## src/hdl/mdie_pkg.sv

```systemverilog
package mdie_pkg;
   // ==========================================================
   // register map on the core data bus
   localparam logic [15:0] CORE_LINE_MASK_ADDR     = 16'h0004;
   localparam logic [15:0] CORE_LINE_FLAGS_ADDR    = 16'h0006;
   localparam logic [15:0] DEVICE_IDENTIFIER_ADDR  = 16'h701C;
   localparam logic [15:0] DEVICE_IDENTIFIER_VALUE = 16'h5A01; // arbitrary value
   localparam logic [5:0]  CORE_LINE_MASK_RESET    = 6'h00;
   localparam logic [5:0]  CORE_LINE_FLAGS_RESET   = 6'h00;

   // ==========================================================
   // branch vectors
   localparam logic [15:0] RESET_VECTOR    = 16'h0000;
   localparam logic [15:0] TRAP_VECTOR     = 16'h0022;
   localparam logic [15:0] NMI_VECTOR      = 16'h0024;
   localparam logic [15:0] EMU_TRAP_VECTOR = 16'h0026;

   // ==========================================================
   // program and data space windows
   localparam logic [15:0] BOOT_ROM_LO    = 16'h0000;
   localparam logic [15:0] BOOT_ROM_HI    = 16'h00FF;
   localparam logic [15:0] PASSWORD_LO    = 16'h0040;
   localparam logic [15:0] PASSWORD_HI    = 16'h0043;
   localparam logic [15:0] PROG_B0_ALT_LO = 16'hFE00;
   localparam logic [15:0] PROG_B0_ALT_HI = 16'hFEFF;
   localparam logic [15:0] PROG_B0_LO     = 16'hFF00;
   localparam logic [15:0] PROG_B0_HI     = 16'hFFFF;
   localparam logic [15:0] DATA_B0_ALT_LO = 16'h0100;
   localparam logic [15:0] DATA_B0_ALT_HI = 16'h01FF;
   localparam logic [15:0] DATA_B0_LO     = 16'h0200;
   localparam logic [15:0] DATA_B0_HI     = 16'h02FF;
   localparam logic [15:0] DATA_B1_LO     = 16'h0300;
   localparam logic [15:0] DATA_B1_HI     = 16'h03FF;
   localparam logic [15:0] DATA_B1_ALT_LO = 16'h0400;
   localparam logic [15:0] DATA_B1_ALT_HI = 16'h04FF;

   // illegal data/peripheral ranges, lo/hi pairs
   localparam int ILLEGAL_COUNT = 8;
   localparam logic [15:0] ILLEGAL_LO [ILLEGAL_COUNT] = '{16'h0080, 16'h0500, 16'h0A00,
      16'h7030, 16'h7080, 16'h70C0, 16'h7440, 16'h7800};
   localparam logic [15:0] ILLEGAL_HI [ILLEGAL_COUNT] = '{16'h00FF, 16'h07FF, 16'h6FFF,
      16'h703F, 16'h708F, 16'h70FF, 16'h74FF, 16'hFFFF};

   // ==========================================================
   // expander sources: index order is priority order (0 highest)
   localparam int SRC_COUNT   = 18;
   localparam int PIN_PROTECT = 0;
   localparam int PIN_ONE     = 2;
   localparam int PIN_TWO     = 3;
   localparam logic [2:0] SRC_GROUP [SRC_COUNT] = '{3'd0, 3'd0, 3'd0, 3'd0, 3'd0, 3'd0,
      3'd1, 3'd1, 3'd1, 3'd1, 3'd1, 3'd1, 3'd1, 3'd2, 3'd2, 3'd2, 3'd2, 3'd3};
   localparam logic [15:0] SRC_VECTOR [SRC_COUNT] = '{16'h0020, 16'h0004, 16'h0001,
      16'h0011, 16'h0006, 16'h0007, 16'h0021, 16'h0022, 16'h0023, 16'h0027, 16'h0028,
      16'h0029, 16'h002A, 16'h002B, 16'h002C, 16'h002D, 16'h002E, 16'h0033};

   typedef enum logic [1:0] {PROG_MAIN, PROG_BOOT_ROM, PROG_BLOCK_ZERO, PROG_RESERVED} mdie_prog_t;
   typedef enum logic [2:0] {DATA_OTHER, DATA_BLOCK_ZERO, DATA_BLOCK_ONE, DATA_RESERVED,
      DATA_ILLEGAL} mdie_data_t;
endpackage

```

## src/hdl/mdie_top.sv

```systemverilog
`timescale 1ns/10ps
module mdie_top
   import mdie_pkg::*;
(
   input  wire logic                 ref_clk,               // 25 MHz clock
   input  wire logic                 sys_rst,               // synchronous reset
   input  wire logic                 resetPin,              // external reset pin
   input  wire logic                 watchdogTimeout,       // watchdog expiry pulse
   input  wire logic                 extPinRequestOne,      // pin request one
   input  wire logic                 extPinRequestTwo,      // pin request two
   input  wire logic                 powerStageProtect,     // protect pin request
   input  wire logic [2:0]           extPinEnable,          // protect, one, two enables
   input  wire logic [SRC_COUNT-1:0] periphEvent,           // peripheral event pulses
   input  wire logic [SRC_COUNT-1:0] periphEventEnable,     // per-event enables
   input  wire logic                 swIntrExec,            // software interrupt instr
   input  wire logic [15:0]          swIntrVector,          // its operand vector
   input  wire logic                 nmiInstrExec,          // nonmaskable instr
   input  wire logic                 trapInstrExec,         // trap instr
   input  wire logic                 trapToEmulator,        // trap selects emulator
   input  wire logic                 maskableEnableExec,    // clear global disable
   input  wire logic                 ackValid,              // core acknowledges a line
   input  wire logic [2:0]           ackLine,               // acknowledged line 0..5
   input  wire logic                 ramBlockZeroPlacement, // block zero placement bit
   input  wire logic                 bootRomEnable,         // boot ROM overlay on
   input  wire logic                 progValid,             // program fetch/access
   input  wire logic [15:0]          progAddr,              // program address
   input  wire logic                 dataValid,             // data space access
   input  wire logic [15:0]          dataAddr,              // data address
   input  wire logic                 dataWrite,             // data write strobe
   input  wire logic [15:0]          dataWdata,             // data write value
   output logic [15:0]               dataRdata,             // register read value
   output logic                      deviceReset,           // reset to core, level
   output logic                      branchValid,           // branch request pulse
   output logic [15:0]               branchVector,          // branch target
   output logic                      globalMaskableDisable, // global disable flag
   output logic                      emulatorTrap,          // emulator trap pulse
   output logic [5:0]                coreRequestLines,      // six core lines
   output logic [5:0]                coreLineFlags,         // pending line flags
   output logic [15:0]               peripheralVectorRegister, // last acked vector
   output logic                      passwordAccess,        // password word touched
   output mdie_prog_t                progTarget,            // program decode result
   output logic [7:0]                progOffset,            // word in target block
   output mdie_data_t                dataTarget,            // data decode result
   output logic [7:0]                dataOffset             // word in target block
);

   // ==========================================================
   // helpers
   function automatic logic inRange(input logic [15:0] a, input logic [15:0] lo,
                                    input logic [15:0] hi);
      inRange = (a >= lo) && (a <= hi);
   endfunction

   // ==========================================================
   // pin synchronisers
   logic [3:0] pinMeta;
   logic [3:0] pinSync;
   logic [2:0] pinLast;

   // two flops before any logic reads the pins
   always_ff @(posedge ref_clk)
   begin
      if (sys_rst)
      begin
         pinMeta <= 4'h0;
         pinSync <= 4'h0;
      end
      else
      begin
         pinMeta <= {resetPin, powerStageProtect, extPinRequestTwo, extPinRequestOne};
         pinSync <= pinMeta;
      end
   end

   // ==========================================================
   // reset gathering
   logic resetEvent;

   assign resetEvent = pinSync[3] | watchdogTimeout;

   // reset level to the core, unarbitrated
   always_ff @(posedge ref_clk)
   begin
      if (sys_rst)
         deviceReset <= 1'b1;
      else
         deviceReset <= resetEvent;
   end

   // ==========================================================
   // expander source requests
   logic [SRC_COUNT-1:0] srcRaw;
   logic [SRC_COUNT-1:0] srcPending;
   logic [SRC_COUNT-1:0] ackClear;
   logic [5:0]           groupAny;
   logic [15:0]          ackVector;
   logic                 ackHit;

   // pin edges with dedicated enables, events with per-event enables
   always_comb
   begin
      srcRaw = periphEvent & periphEventEnable;
      srcRaw[PIN_ONE] = pinSync[0] & ~pinLast[0] & extPinEnable[1];
      srcRaw[PIN_TWO] = pinSync[1] & ~pinLast[1] & extPinEnable[2];
      srcRaw[PIN_PROTECT] = pinSync[2] & ~pinLast[2] & extPinEnable[0];
   end

   // pick highest-priority pending source of the acked group
   always_comb
   begin
      ackClear  = '0;
      ackVector = 16'h0000;
      ackHit    = 1'b0;
      for (int i = SRC_COUNT - 1; i >= 0; i--)
      begin
         if (ackValid && srcPending[i] && (SRC_GROUP[i] == ackLine))
         begin
            ackClear  = '0;
            ackClear[i] = 1'b1;
            ackVector = SRC_VECTOR[i];
            ackHit    = 1'b1;
         end
      end
   end

   // group lines: any pending member
   always_comb
   begin
      groupAny = 6'h00;
      for (int i = 0; i < SRC_COUNT; i++)
         groupAny[SRC_GROUP[i]] = groupAny[SRC_GROUP[i]] | srcPending[i];
   end

   // pin edge history
   always_ff @(posedge ref_clk)
   begin
      if (sys_rst)
         pinLast <= 3'h0;
      else
         pinLast <= pinSync[2:0];
   end

   // pending sources, new request wins over ack clear
   always_ff @(posedge ref_clk)
   begin
      if (sys_rst || resetEvent)
         srcPending <= '0;
      else
         srcPending <= (srcPending & ~ackClear) | srcRaw;
   end

   // vector register
   always_ff @(posedge ref_clk)
   begin
      if (sys_rst || resetEvent)
         peripheralVectorRegister <= 16'h0000;
      else if (ackHit)
         peripheralVectorRegister <= ackVector;
   end

   // ==========================================================
   // core line mask and flags
   logic [5:0] coreLineMask;
   logic       maskWrite;
   logic       flagWrite;

   assign maskWrite = dataValid && dataWrite && (dataAddr == CORE_LINE_MASK_ADDR);
   assign flagWrite = dataValid && dataWrite && (dataAddr == CORE_LINE_FLAGS_ADDR);

   // mask cleared by every reset
   always_ff @(posedge ref_clk)
   begin
      if (sys_rst || resetEvent)
         coreLineMask <= CORE_LINE_MASK_RESET;
      else if (maskWrite)
         coreLineMask <= dataWdata[5:0];
   end

   // flags: write one clears, a live group request wins
   always_ff @(posedge ref_clk)
   begin
      if (sys_rst || resetEvent)
         coreLineFlags <= CORE_LINE_FLAGS_RESET;
      else if (flagWrite)
         coreLineFlags <= (coreLineFlags & ~dataWdata[5:0]) | groupAny;
      else
         coreLineFlags <= groupAny;
   end

   // lines to the core gated by mask
   always_ff @(posedge ref_clk)
   begin
      if (sys_rst || resetEvent)
         coreRequestLines <= 6'h00;
      else
         coreRequestLines <= groupAny & coreLineMask;
   end

   // ==========================================================
   // register reads
   always_ff @(posedge ref_clk)
   begin
      if (sys_rst)
         dataRdata <= 16'h0000;
      else if (dataValid && !dataWrite)
      begin
         unique case (dataAddr)
            CORE_LINE_MASK_ADDR:    dataRdata <= {10'h000, coreLineMask};
            CORE_LINE_FLAGS_ADDR:   dataRdata <= {10'h000, coreLineFlags};
            DEVICE_IDENTIFIER_ADDR: dataRdata <= DEVICE_IDENTIFIER_VALUE;
            default:                dataRdata <= 16'h0000;
         endcase
      end
   end

   // ==========================================================
   // address decode
   logic illegalHit;

   always_comb
   begin
      illegalHit = 1'b0;
      for (int i = 0; i < ILLEGAL_COUNT; i++)
         illegalHit = illegalHit | inRange(dataAddr, ILLEGAL_LO[i], ILLEGAL_HI[i]);
   end

   // program space targets
   always_ff @(posedge ref_clk)
   begin
      if (sys_rst)
      begin
         progTarget     <= PROG_MAIN;
         progOffset     <= 8'h00;
         passwordAccess <= 1'b0;
      end
      else
      begin
         progOffset     <= progAddr[7:0]; // both block zero windows share the low byte
         passwordAccess <= progValid && inRange(progAddr, PASSWORD_LO, PASSWORD_HI);
         if (bootRomEnable && inRange(progAddr, BOOT_ROM_LO, BOOT_ROM_HI))
            progTarget <= PROG_BOOT_ROM;
         else if (inRange(progAddr, PASSWORD_LO, PASSWORD_HI))
            progTarget <= PROG_RESERVED;
         else if (inRange(progAddr, PROG_B0_LO, PROG_B0_HI) ||
                  inRange(progAddr, PROG_B0_ALT_LO, PROG_B0_ALT_HI))
            progTarget <= ramBlockZeroPlacement ? PROG_BLOCK_ZERO : PROG_RESERVED;
         else
            progTarget <= PROG_MAIN;
      end
   end

   // data space targets
   always_ff @(posedge ref_clk)
   begin
      if (sys_rst)
      begin
         dataTarget <= DATA_OTHER;
         dataOffset <= 8'h00;
      end
      else
      begin
         dataOffset <= dataAddr[7:0];
         if (inRange(dataAddr, DATA_B0_LO, DATA_B0_HI) ||
             inRange(dataAddr, DATA_B0_ALT_LO, DATA_B0_ALT_HI))
            dataTarget <= ramBlockZeroPlacement ? DATA_RESERVED : DATA_BLOCK_ZERO;
         else if (inRange(dataAddr, DATA_B1_LO, DATA_B1_HI) ||
                  inRange(dataAddr, DATA_B1_ALT_LO, DATA_B1_ALT_HI))
            dataTarget <= DATA_BLOCK_ONE;
         else if (illegalHit)
            dataTarget <= DATA_ILLEGAL;
         else
            dataTarget <= DATA_OTHER;
      end
   end

   // ==========================================================
   // branch requests, reset first, then illegal access or nmi instr, then software interrupt, then trap
   always_ff @(posedge ref_clk)
   begin
      if (sys_rst)
      begin
         branchValid  <= 1'b0;
         branchVector <= RESET_VECTOR;
         emulatorTrap <= 1'b0;
      end
      else
      begin
         branchValid  <= resetEvent | (dataValid & illegalHit) | nmiInstrExec |
                         swIntrExec | trapInstrExec;
         emulatorTrap <= 1'b0;
         if (resetEvent)
            branchVector <= RESET_VECTOR;
         else if ((dataValid && illegalHit) || nmiInstrExec)
            branchVector <= NMI_VECTOR;
         else if (swIntrExec)
         begin
            branchVector <= swIntrVector;
            emulatorTrap <= (swIntrVector == EMU_TRAP_VECTOR);
         end
         else if (trapInstrExec)
         begin
            branchVector <= trapToEmulator ? EMU_TRAP_VECTOR : TRAP_VECTOR;
            emulatorTrap <= trapToEmulator;
         end
      end
   end

   // global disable: set by reset and disabling branches, trap leaves it
   always_ff @(posedge ref_clk)
   begin
      if (sys_rst || resetEvent)
         globalMaskableDisable <= 1'b1;
      else if ((dataValid && illegalHit) || nmiInstrExec || swIntrExec)
         globalMaskableDisable <= 1'b1;
      else if (maskableEnableExec && !trapInstrExec)
         globalMaskableDisable <= 1'b0;
   end

endmodule // mdie_top

```

## config.mk

```make
export PLATFORM = sky130hd
export DESIGN_NAME = mdie_top
export DESIGN_NICKNAME = d
export VERILOG_FILES = /design/src/hdl/mdie_pkg.sv /design/src/hdl/mdie_top.sv
export SDC_FILE = /design/constraint.sdc
export NUM_CORES = 1
export LEC_CHECK = 0
export BUFFER_PORTS_ARGS = -buffer_cell sky130_fd_sc_hd__buf_2
export CORE_ASPECT_RATIO = 0.7
export CORE_MARGIN = 4
export CORE_UTILIZATION = 50
export DETAILED_ROUTE_END_ITERATION = 8
export GPL_TIMING_DRIVEN = 1
export PLACE_DENSITY = 0.83
export SYNTH_ARGS = -nofsm -noshare
export SYNTH_HDL_FRONTEND = slang
export SYNTH_SLANG_ARGS = --single-unit
```

## constraint.sdc

```tcl
create_clock -name ref_clk -period 4.25 [get_ports ref_clk]
set_input_delay 0.6375 -clock ref_clk [delete_from_list [all_inputs] [get_ports ref_clk]]
set_output_delay 0.6375 -clock ref_clk [all_outputs]
set_load 0.005 [all_outputs]
```

# Word level (Yosys, flattened, before mapping)
# Cells that the tools add are included.
[word_totals]
register_bits = 121
latch_bits = 0
mem_bits_rw = 0
mem_bits_ro = 0
in_bits = 124
output_inout_bits = 86
mem_count = 0
[classes]
addsub = 0
n_mul = 0
div_mod_pow = 0
n_lt_le_gt_ge = 32
eq_ne = 7
shifts = 0
n_mux = 70
bitwise = 45
n_reduce_logical = 76
[op_table]
columns = ["op", "count"]
rows = [
  ["two-way mux 18 bit", 18],
  ["two-way mux 16 bit", 19],
  [">= comparator 16 x 15 -> 1 bit, second input constant", 5],
  ["less-or-equal comparator 16 x 15 -> 1 bit, second input constant", 5],
  ["logical AND 1 bit", 60],
  ["less-or-equal comparator 16 bit, second input constant", 3],
  ["one-hot mux 15 bit (3 select lines)", 1],
  ["AND 18 bit", 2],
  ["equality test 16 x 3 -> 1 bit, second input constant", 2],
  [">= comparator 16 x 10 -> 1 bit, second input constant", 2],
  [">= comparator 16 x 11 -> 1 bit, second input constant", 2],
  [">= comparator 16 bit, second input constant", 2],
  ["less-or-equal comparator 16 x 10 -> 1 bit, second input constant", 2],
  ["less-or-equal comparator 16 x 11 -> 1 bit, second input constant", 2],
  ["less-or-equal comparator 16 x 8 -> 1 bit, second input constant", 2],
  ["OR 1 bit", 26],
  ["two-way mux 1 bit", 22],
  ["inverter 18 bit", 1],
  ["OR 18 bit", 1],
  ["equality test 16 x 15 -> 1 bit, second input constant", 1],
  ["equality test 16 x 6 -> 1 bit, second input constant", 1],
  [">= comparator 16 x 1 -> 1 bit, second input constant", 1],
  [">= comparator 16 x 12 -> 1 bit, second input constant", 1],
  [">= comparator 16 x 7 -> 1 bit, second input constant", 1],
  ["other kinds (23)", 48],
]

# Logic depth before layout (Yosys ltp)
# Gate-level depths: netlist (run 1).
[logic_depth]
ltp_word = 23
ltp_mapped = 8
depth_no_buf = 5

# Worst setup path after synthesis (run 1)
# No wires, ideal clock.
[synth_path]
path_type = "input -> register"
from = "in dataAddr[12]"
to = "reg globalMaskableDisable"
setup_time_ns = 0.124
arrival_time_ns = 2.105
required_time_ns = 4.126
path_slack_ns = 2.021
stages = 6
path_buffers = 1
cell_sequence = "or3_4 > nor3_1 > nor4b_1 > a211o_1 > buf_6 > a2111o_1"
[synth_between]
elab_chain_cells = 13
[synth_rtl]
columns = ["element", "line", "rtl"]
rows = [
  ["from (decl)", "mdie_top.sv:28", "input wire logic [15:0] dataAddr,"],
  [">= comparator 16 x 8 -> 1 bit, or another cell as far along", "mdie_top.sv:51", "inRange = (a >= lo) && (a <= hi);"],
  ["logical AND 1 bit", "mdie_top.sv:51", ""],
  ["OR 1 bit (6 in a row)", "mdie_top.sv:224", "illegalHit = illegalHit | inRange(dataAddr, ILLEGAL_LO[i], ILLEGAL_HI[i]);"],
  ["OR 1 bit *", "mdie_top.sv:224", ""],
  ["logical AND 1 bit *", "mdie_top.sv:313", "else if ((dataValid && illegalHit) || nmiInstrExec || swIntrExec)"],
  ["logical OR 1 bit * (2 in a row)", "mdie_top.sv:313", ""],
  ["OR reduction 2 bit (no source line) *", "--", ""],
  ["to (signal assigned)", "mdie_top.sv:312", "globalMaskableDisable <= 1'b1;"],
  ["to (signal assigned)", "mdie_top.sv:314", "globalMaskableDisable <= 1'b1;"],
  ["to (signal assigned)", "mdie_top.sv:316", "globalMaskableDisable <= 1'b0;"],
  ["to (decl)", "mdie_top.sv:35", "output logic globalMaskableDisable,"],
]
# Every way passes the cells marked *; elsewhere a longest branch is shown, timed or not.
# A chain may end at the register's enable or synchronous reset.

# Worst setup path after layout (run 1)
[layout_path]
from = "in dataAddr[12]"
to = "reg coreLineMask[4]"
[layout_between]
elab_chain_cells = 2
[layout_rtl]
columns = ["element", "line", "rtl"]
rows = [
  ["equality test 16 x 3 -> 1 bit", "mdie_top.sv:167", "assign maskWrite = dataValid && dataWrite && (dataAddr == CORE_LINE_MASK_ADDR);"],
  ["logical AND 1 bit", "mdie_top.sv:167", ""],
  ["to (signal assigned)", "mdie_top.sv:176", "coreLineMask <= dataWdata[5:0];"],
  ["to (decl)", "mdie_top.sv:163", "logic [5:0] coreLineMask;"],
]
# No other way between the ends.

==> out/qor.csv, run 1 <==
stage,metric,value,unit
critical_path,Crit Path Class,input port to flip-flop,
clock_tree,"CTS clk-pin slew, worst paths",60,ps
timing,unrepaired setup endpoints after global routing,false,
critical_path,CP endpoint kind,flip-flop,
finish,final net count,771,
clock_tree,Post-CTS Setup Repair Bufs,0,
clock_tree,hold_buf cts,0,
drt,routed wire length,11.5,mm
timing,Tcrit/Tclk final,54.9,%
finish,layout cell share with drive strength beyond 1,31.6,%
grt,gr ovfl total,0,
logic_synthesis,Synth Area in XOR/XNOR,0.410,%
drt,First-pass DRT Iterations,6,
critical_path,Reg2Reg Depth,5,
clock_tree,cts bufs inserted,9,
logic_synthesis,complex-gate fraction of the synthesized area,16.1,%
place,placed cell count,737,
logic_synthesis,"top cells by area, synth","dfxtp_1, a21oi_1, nor2b_1",
logic_synthesis,Adder-Cell Fraction of Synth Area,0,%
logic_synthesis,Post-Synth Simple-Gate Area,27.8,%
finish,fill count,685,
critical_path,Worst Setup Start Kind,input port,
finish,Syn-to-layout area delta,26.7,%
logic_synthesis,post-synth top area share,46.9,%
power,Cell Pwr Density,376,nW/um^2
hold_path,Min-Delay Path Depth,1,
critical_path,"Data required, critical path",4430,ps
drt,vias per cell,5.35,
drt,DRT iter0 DRCs,271,
die,Die Wd,118,um
flow_run,Max Cap Viol,0,
power,Final Power,2.03,mW
critical_path,CP max FO,12,
grt,initial antenna violation count,0,
critical_path,CP Launch Point,dataAddr[12],
clock_tree,clock latency on the worst-skew pair,330,ps
clock_tree,CTS Buffer Depth,2,
timing,fmax,428,MHz
critical_path,worst setup path endpoint,coreLineMask[4],
logic_synthesis,"area leader, netlist",dfxtp_1,
clock_tree,# resized after CTS,0,
timing,fin. max-slew vios,0,
die,DIE HEIGHT,85.3,um
timing,# setup viols final,0,
logic_synthesis,post-synthesis mux area share,1.82,%
power,Max VDD drop,0.000325,V
timing,worst setup margin,1920,ps
place,Place WS,1490,ps
die,core box area,8070,sq um
logic_synthesis,top_reg_cell synth,dfxtp_1,
critical_path,worst r2r dst,peripheralVectorRegister[0],
grt,first-pass GRT wire length,18.3,mm
timing,Setup Skew,4.52,ps
logic_synthesis,post-synthesis cell count,489,
finish,ant diodes,0,
clock_tree,Root Driver,clkbuf_16,
critical_path,CP arrival,2510,ps
place,IO buf count,175,
grt,vias in the first global route,3797,
grt,Overall Global Routing Usage,22.1,%
logic_synthesis,syn avg cell area,8.73,sq um
die,starting density of the core,52.9,%
logic_synthesis,main combinational cell family by area after synthesis,simple AND/OR/NAND/NOR gates,
logic_synthesis,post-synthesis cell type count,61,
logic_synthesis,number of flops mapped to enable cells by yosys,0,
die,Site Rows,27,
hold_path,HP Class,flip-flop to flip-flop,
drt,DR vias,4032,
clock_tree,H-tree levels,3,
place,GPL Wtd Cong,0.887,
finish,Post-Layout Cell Count,753,
grt,pin count of the biggest net entering global routing,42,
critical_path,worst reg-to-reg setup slack,2500,ps
critical_path,reg2reg start,srcPending[8],
drt,DRT antenna net count,0,
die,die area,10100,sq um
drt,DRC viols,0,
clock_tree,clock sink count,100,
logic_synthesis,synthesis-stage register bit count,100,
status,status,finished clean,
timing,Final Hold Vio Count,0,
logic_synthesis,Ys Warns,0,
place,hpwl dp,8.94,mm
power,Leak Pwr,2.37,nW
logic_synthesis,sequential area share after synthesis,46.9,%
die,Ports,210,
drt,Routed wire per std cell,15.3,um
timing,Tmin final,2330,ps
timing,worst slew pin tran,887,ps
timing,final setup TNS,0,ps
logic_synthesis,Synth Cell Area,4270,sq um
logic_synthesis,async set-reset flop share out of synthesis,0,%
timing,normalized max-slew margin,40.4,%
clock_tree,CTS tree,yes,
## state kept, by name, summed over array words and instances (netlist names), 6 cells and up
register / count
branchVector: 16
coreLineFlags: 6
coreLineMask: 6
dataOffset: 8
dataRdata: 7
peripheralVectorRegister: 6
progOffset: 8
srcPending: 18
## Yosys cell counts, types with 6 or more instances
master / count
dfxtp_1: 100
a21oi_1: 40
nor2b_1: 30
nor2_1: 35
buf_4: 21
a22oi_1: 7
nor4_1: 8
clkbuf_1: 20
nand2_1: 42
nor3b_1: 19
nand3_1: 14
inv_1: 7
nand2b_1: 9
mux2_2: 6
o21ai_0: 25
nor3_1: 27
## power breakdown
| part | internal, mW | total, mW | switching (mW) | leakage, nW |
|---|---|---|---|---|
| Clock | 0.531 | 0.861 | 0.330 | 0.153 |
| Combinational | 0.0889 | 0.197 | 0.109 | 1.40 |
| Sequential | 0.962 | 0.976 | 0.0145 | 0.816 |
## per-stage QoR
stage          util [%]  hold WS, ps  cell area, sq um
3_5_place_dp       63.0          425              5090
2_1_floorplan         -          414              4330
6_report           67.0          436              5410
3_3_place_gp       63.0          417              5090
4_1_cts            67.0          441              5410
5_1_grt            67.0          456              5410
## logic make-up after synthesis
logic type / Yosys count
and+or+nand+nor: 215
AOI/OAI and AO/OA: 110
DFF: 100
buffers and inverters: 54
muxes: 7
xor gates and xnor gates: 2
other: 1
## cells in the final DEF (no fill, tap or decap), drive strengths merged, types with 9 or more instances in the layout
cell type	n
buf	177
dfxtp	100
nand2	42
a21oi	40
nor2	35
nor2b	30
nor3	27
o21ai	25
nor3b	19
conb	18
nand3	14
clkbuf	12
nand2b	9
nor4	9
## final cells by class
type / count / area [sq um] / share of cell area (%)
clock inverters: 4 / 72.6 / 1.34
flip-flops and latches: 100 / 2000 / 37.0
well taps: 101 / 126 / 2.34
inverters: 7 / 26.3 / 0.486
clock buffers: 12 / 246 / 4.56
multi-input cells: 352 / 2040 / 37.8
repair buffers: 177 / 891 / 16.5
## per-layer routing
metal | track usage (%) | vias up | share of wire (%)
met2 | 35.0 | 165 | 46
met3 | 7.33 | 10 | 8.5
li1 | - | 2021 | -
met1 | 29.1 | 1836 | 44
met5 | 0 | - | 0
met4 | 6.10 | 0 | 1.0
## worst min path at each step
stage                          start         end  slack [ps]
final                     pinMeta[1]  pinSync[1]         440
after global routing      pinMeta[0]  pinSync[0]         460
after CTS                 pinMeta[1]  pinSync[1]         440
after detailed placement  pinMeta[1]  pinSync[1]         430
after global placement    pinMeta[1]  pinSync[1]         420
after floorplan           pinMeta[0]  pinSync[0]         410
## critical path, cell delays in order
cell     delay (ps)
buf_2           110
or3_4           420
or3_1           380
nor4_2          760
o21ai_0         200
(Power assumes the default switching activity.)
==> run 2, diff against run 1 <==
Settings changed: ABC_AREA from default to 1, CORE_UTILIZATION 50 to 47, PLACE_DENSITY 0.83 to 0.78.
Clock period 4.25 ns to 2.35 ns, I/O delays scaled along.
==> run 2 against run 1 <==
  * Combinational power up 80%
  * Worst hold slack worse by 250 ps
  * Design area up 4.1%
  * Sequential power up 80%
  * Largest cell class is now flip-flops and latches
  * Routed wire length up 7.5%
  * Critical path type unchanged
  * Final cell count up 20%
  * First-iteration DRC count up 28%
==> out/qor.csv, run 2 <==
stage,metric,value,unit
place,placed instance area,5350,sq um
finish,Biggest register,srcPending,
die,die area,11100,sq um
flow_run,Max Cap Viol,0,
logic_synthesis,sequential area share after synthesis,45.1,%
grt,Overall Global Routing Usage,21.9,%
drt,DRT antenna net count,0,
logic_synthesis,most instantiated library cell after synthesis,nand2_1,
status,status,finished clean,
logic_synthesis,async set-reset flop share out of synthesis,0,%
drt,DRT iter0 DRCs,348,
drt,routed wire length,12.4,mm
power,internal power,2.63,mW
place,Place WS,329,ps
timing,final setup TNS,0,ps
clock_tree,H-tree levels,3,
clock_tree,"CTS clk-pin slew, worst paths",70,ps
power,Clock power frac,39.6,%
logic_synthesis,"top cells by area, synth","dfxtp_1, nand2_1, inv_1",
grt,gr ovfl total,0,
die,DIE HEIGHT,89.3,um
finish,Post-Layout Cell Count,904,
critical_path,Critical Path Max Stage Delay,490,ps
timing,unrepaired setup endpoints after global routing,false,
timing,worst slew pin tran,1060,ps
timing,fmax,577,MHz
critical_path,"Data required, critical path",2570,ps
finish,Syn-to-layout area delta,26.9,%
logic_synthesis,top_reg_cell synth,dfxtp_1,
clock_tree,hold_buf cts,0,
logic_synthesis,synthesis-stage register bit count,100,
power,Cell Pwr Density,620,nW/um^2
finish,Util after Layout,61.6,%
finish,final net count,899,
logic_synthesis,Ys Warns,0,
critical_path,crit path cell chain,"buf_2, nor2_1, nand2_1, nor4_1, nand4_1, o21ai_0, a21oi_1",
timing,worst setup margin,616,ps
clock_tree,CTS Buffer Depth,2,
critical_path,Crit Path Class,input port to flip-flop,
timing,Tcrit/Tclk final,73.8,%
power,Max VDD drop,0.000425,V
clock_tree,clock latency on the worst-skew pair,340,ps
logic_synthesis,number of flops mapped to enable cells by yosys,0,
grt,pin count of the biggest net entering global routing,38,
critical_path,CP arrival,1950,ps
clock_tree,clock sink count,100,
die,core box area,9140,sq um
critical_path,Worst Setup Start Kind,input port,
timing,Tmin final,1730,ps
grt,vias in the first global route,4194,
grt,initial antenna violation count,0,
clock_tree,# resized after CTS,0,
clock_tree,cts bufs inserted,9,
die,Ports,210,
logic_synthesis,post-synth top area share,45.1,%
clock_tree,CTS tree,yes,
finish,Finished Cell Area,5630,sq um
power,sequential power share,50.3,%
timing,# setup viols final,0,
power,P_sw,864,uW
power,Leak Pwr,2.79,nW
timing,Setup Skew,5.29,ps
die,Die Wd,124,um
power,Logic pwr share,10.2,%
die,Site Rows,29,
power,Final Power,3.49,mW
clock_tree,Root Driver,clkbuf_16,
timing,normalized max-slew margin,29.5,%
logic_synthesis,"area leader, netlist",dfxtp_1,
logic_synthesis,post-synthesis cell count,601,
place,IO buf count,175,
drt,First-pass DRT Iterations,6,
critical_path,CP endpoint kind,flip-flop,
finish,largest registers,"srcPending x18, branchVector x16",
finish,max reg flops,18,
die,starting density of the core,48.5,%
clock_tree,Post-CTS Setup Repair Bufs,0,
logic_synthesis,Synth Cell Area,4440,sq um
finish,ant diodes,0,
place,placed cell count,888,
logic_synthesis,most instantiated cells after synthesis,"nand2_1, dfxtp_1, inv_1",
drt,DR vias,4558,
drt,DRC viols,0,
finish,most frequent cells in the layout,"buf_2, nand2_1, dfxtp_1",
place,hpwl dp,9.76,mm
power,switching part of the total power,24.7,%
critical_path,CP max FO,12,
logic_synthesis,post-synthesis cell type count,40,
timing,Final Hold Vio Count,0,
drt,vias per cell,5.04,
logic_synthesis,syn avg cell area,7.39,sq um
timing,Fin Hold WS,189,ps
finish,layout cell share with drive strength beyond 1,30.8,%
grt,first-pass GRT wire length,19.1,mm
timing,fin. max-slew vios,0,
finish,"most common cell after layout, fill and taps aside",buf_2,
hold_path,HP Class,input port to flip-flop,
critical_path,Slowest cell on crit path,nand4_1,
drt,Routed wire per std cell,13.7,um
place,GPL Wtd Cong,0.841,
[run 2: changes by cell type in the layout (fill, tap and decap cells not counted), sizes merged, moves of 16 or more]
cell / before / now
inv: 7 / 87
nor2b: 30 / 0
nand3: 14 / 38
nor3: 27 / 11
nor2: 35 / 93
nand2: 42 / 113
nor3b: 19 / 0
[run 2: power by group through the flow]
stage | sequential, mW | clock, mW | combinational (mW)
after floorplan | 1.80 | 0 | 0.187
after global placement | 1.79 | 0 | 0.337
after detailed placement | 1.80 | 0 | 0.350
after CTS | 1.76 | 1.41 | 0.353
after global routing | 1.76 | 1.48 | 0.399
final | 1.76 | 1.38 | 0.355
[run 2: worst max-delay path: cells and delay by family]
family                 cells  cell delay, ps
AND/OR/NAND/NOR            4            1090
AO/OA/AOI/OAI              2             390
buffers and inverters      1             120
[run 2: final cells by class]
class                   count  area, sq um
inverters                  86          323
clock inverters             5         36.3
flip-flops and latches    100         2000
repair buffers            179          906
well taps                 124          155
multi-input cells         399         1970
clock buffers              11          243
fillers                   823         3510
[run 2: kinds of logic (layout without fill, tap and decap cells)]
family | count (synthesis) | count (layout) | share of synthesized area, %
other | 1 | 18 | 0.0845
AND/OR/NAND/NOR | 285 | 285 | 30.4
flip-flops | 100 | 100 | 45.1
buffers and inverters | 119 | 281 | 12.0
AO/OA/AOI/OAI | 96 | 96 | 12.4
[run 2: final timing paths]
kind	startpoint	cells after the start	endpoint	slack (ps)
worst max-delay path	dataAddr[6]	7	coreLineMask[0]	620
worst min-delay path	dataWdata[4]	2	coreLineFlags[4]	190
worst max register to register	srcPending[3]	6	srcPending[11]	700
worst min register to register	pinMeta[1]	2	pinSync[1]	400
[run 2: metal layers]
metal	global-route usage [%]	wire (um)
met2	37.0	5860
met4	7.75	269
met5	0	0
met3	4.74	1020
met1	27.9	5260
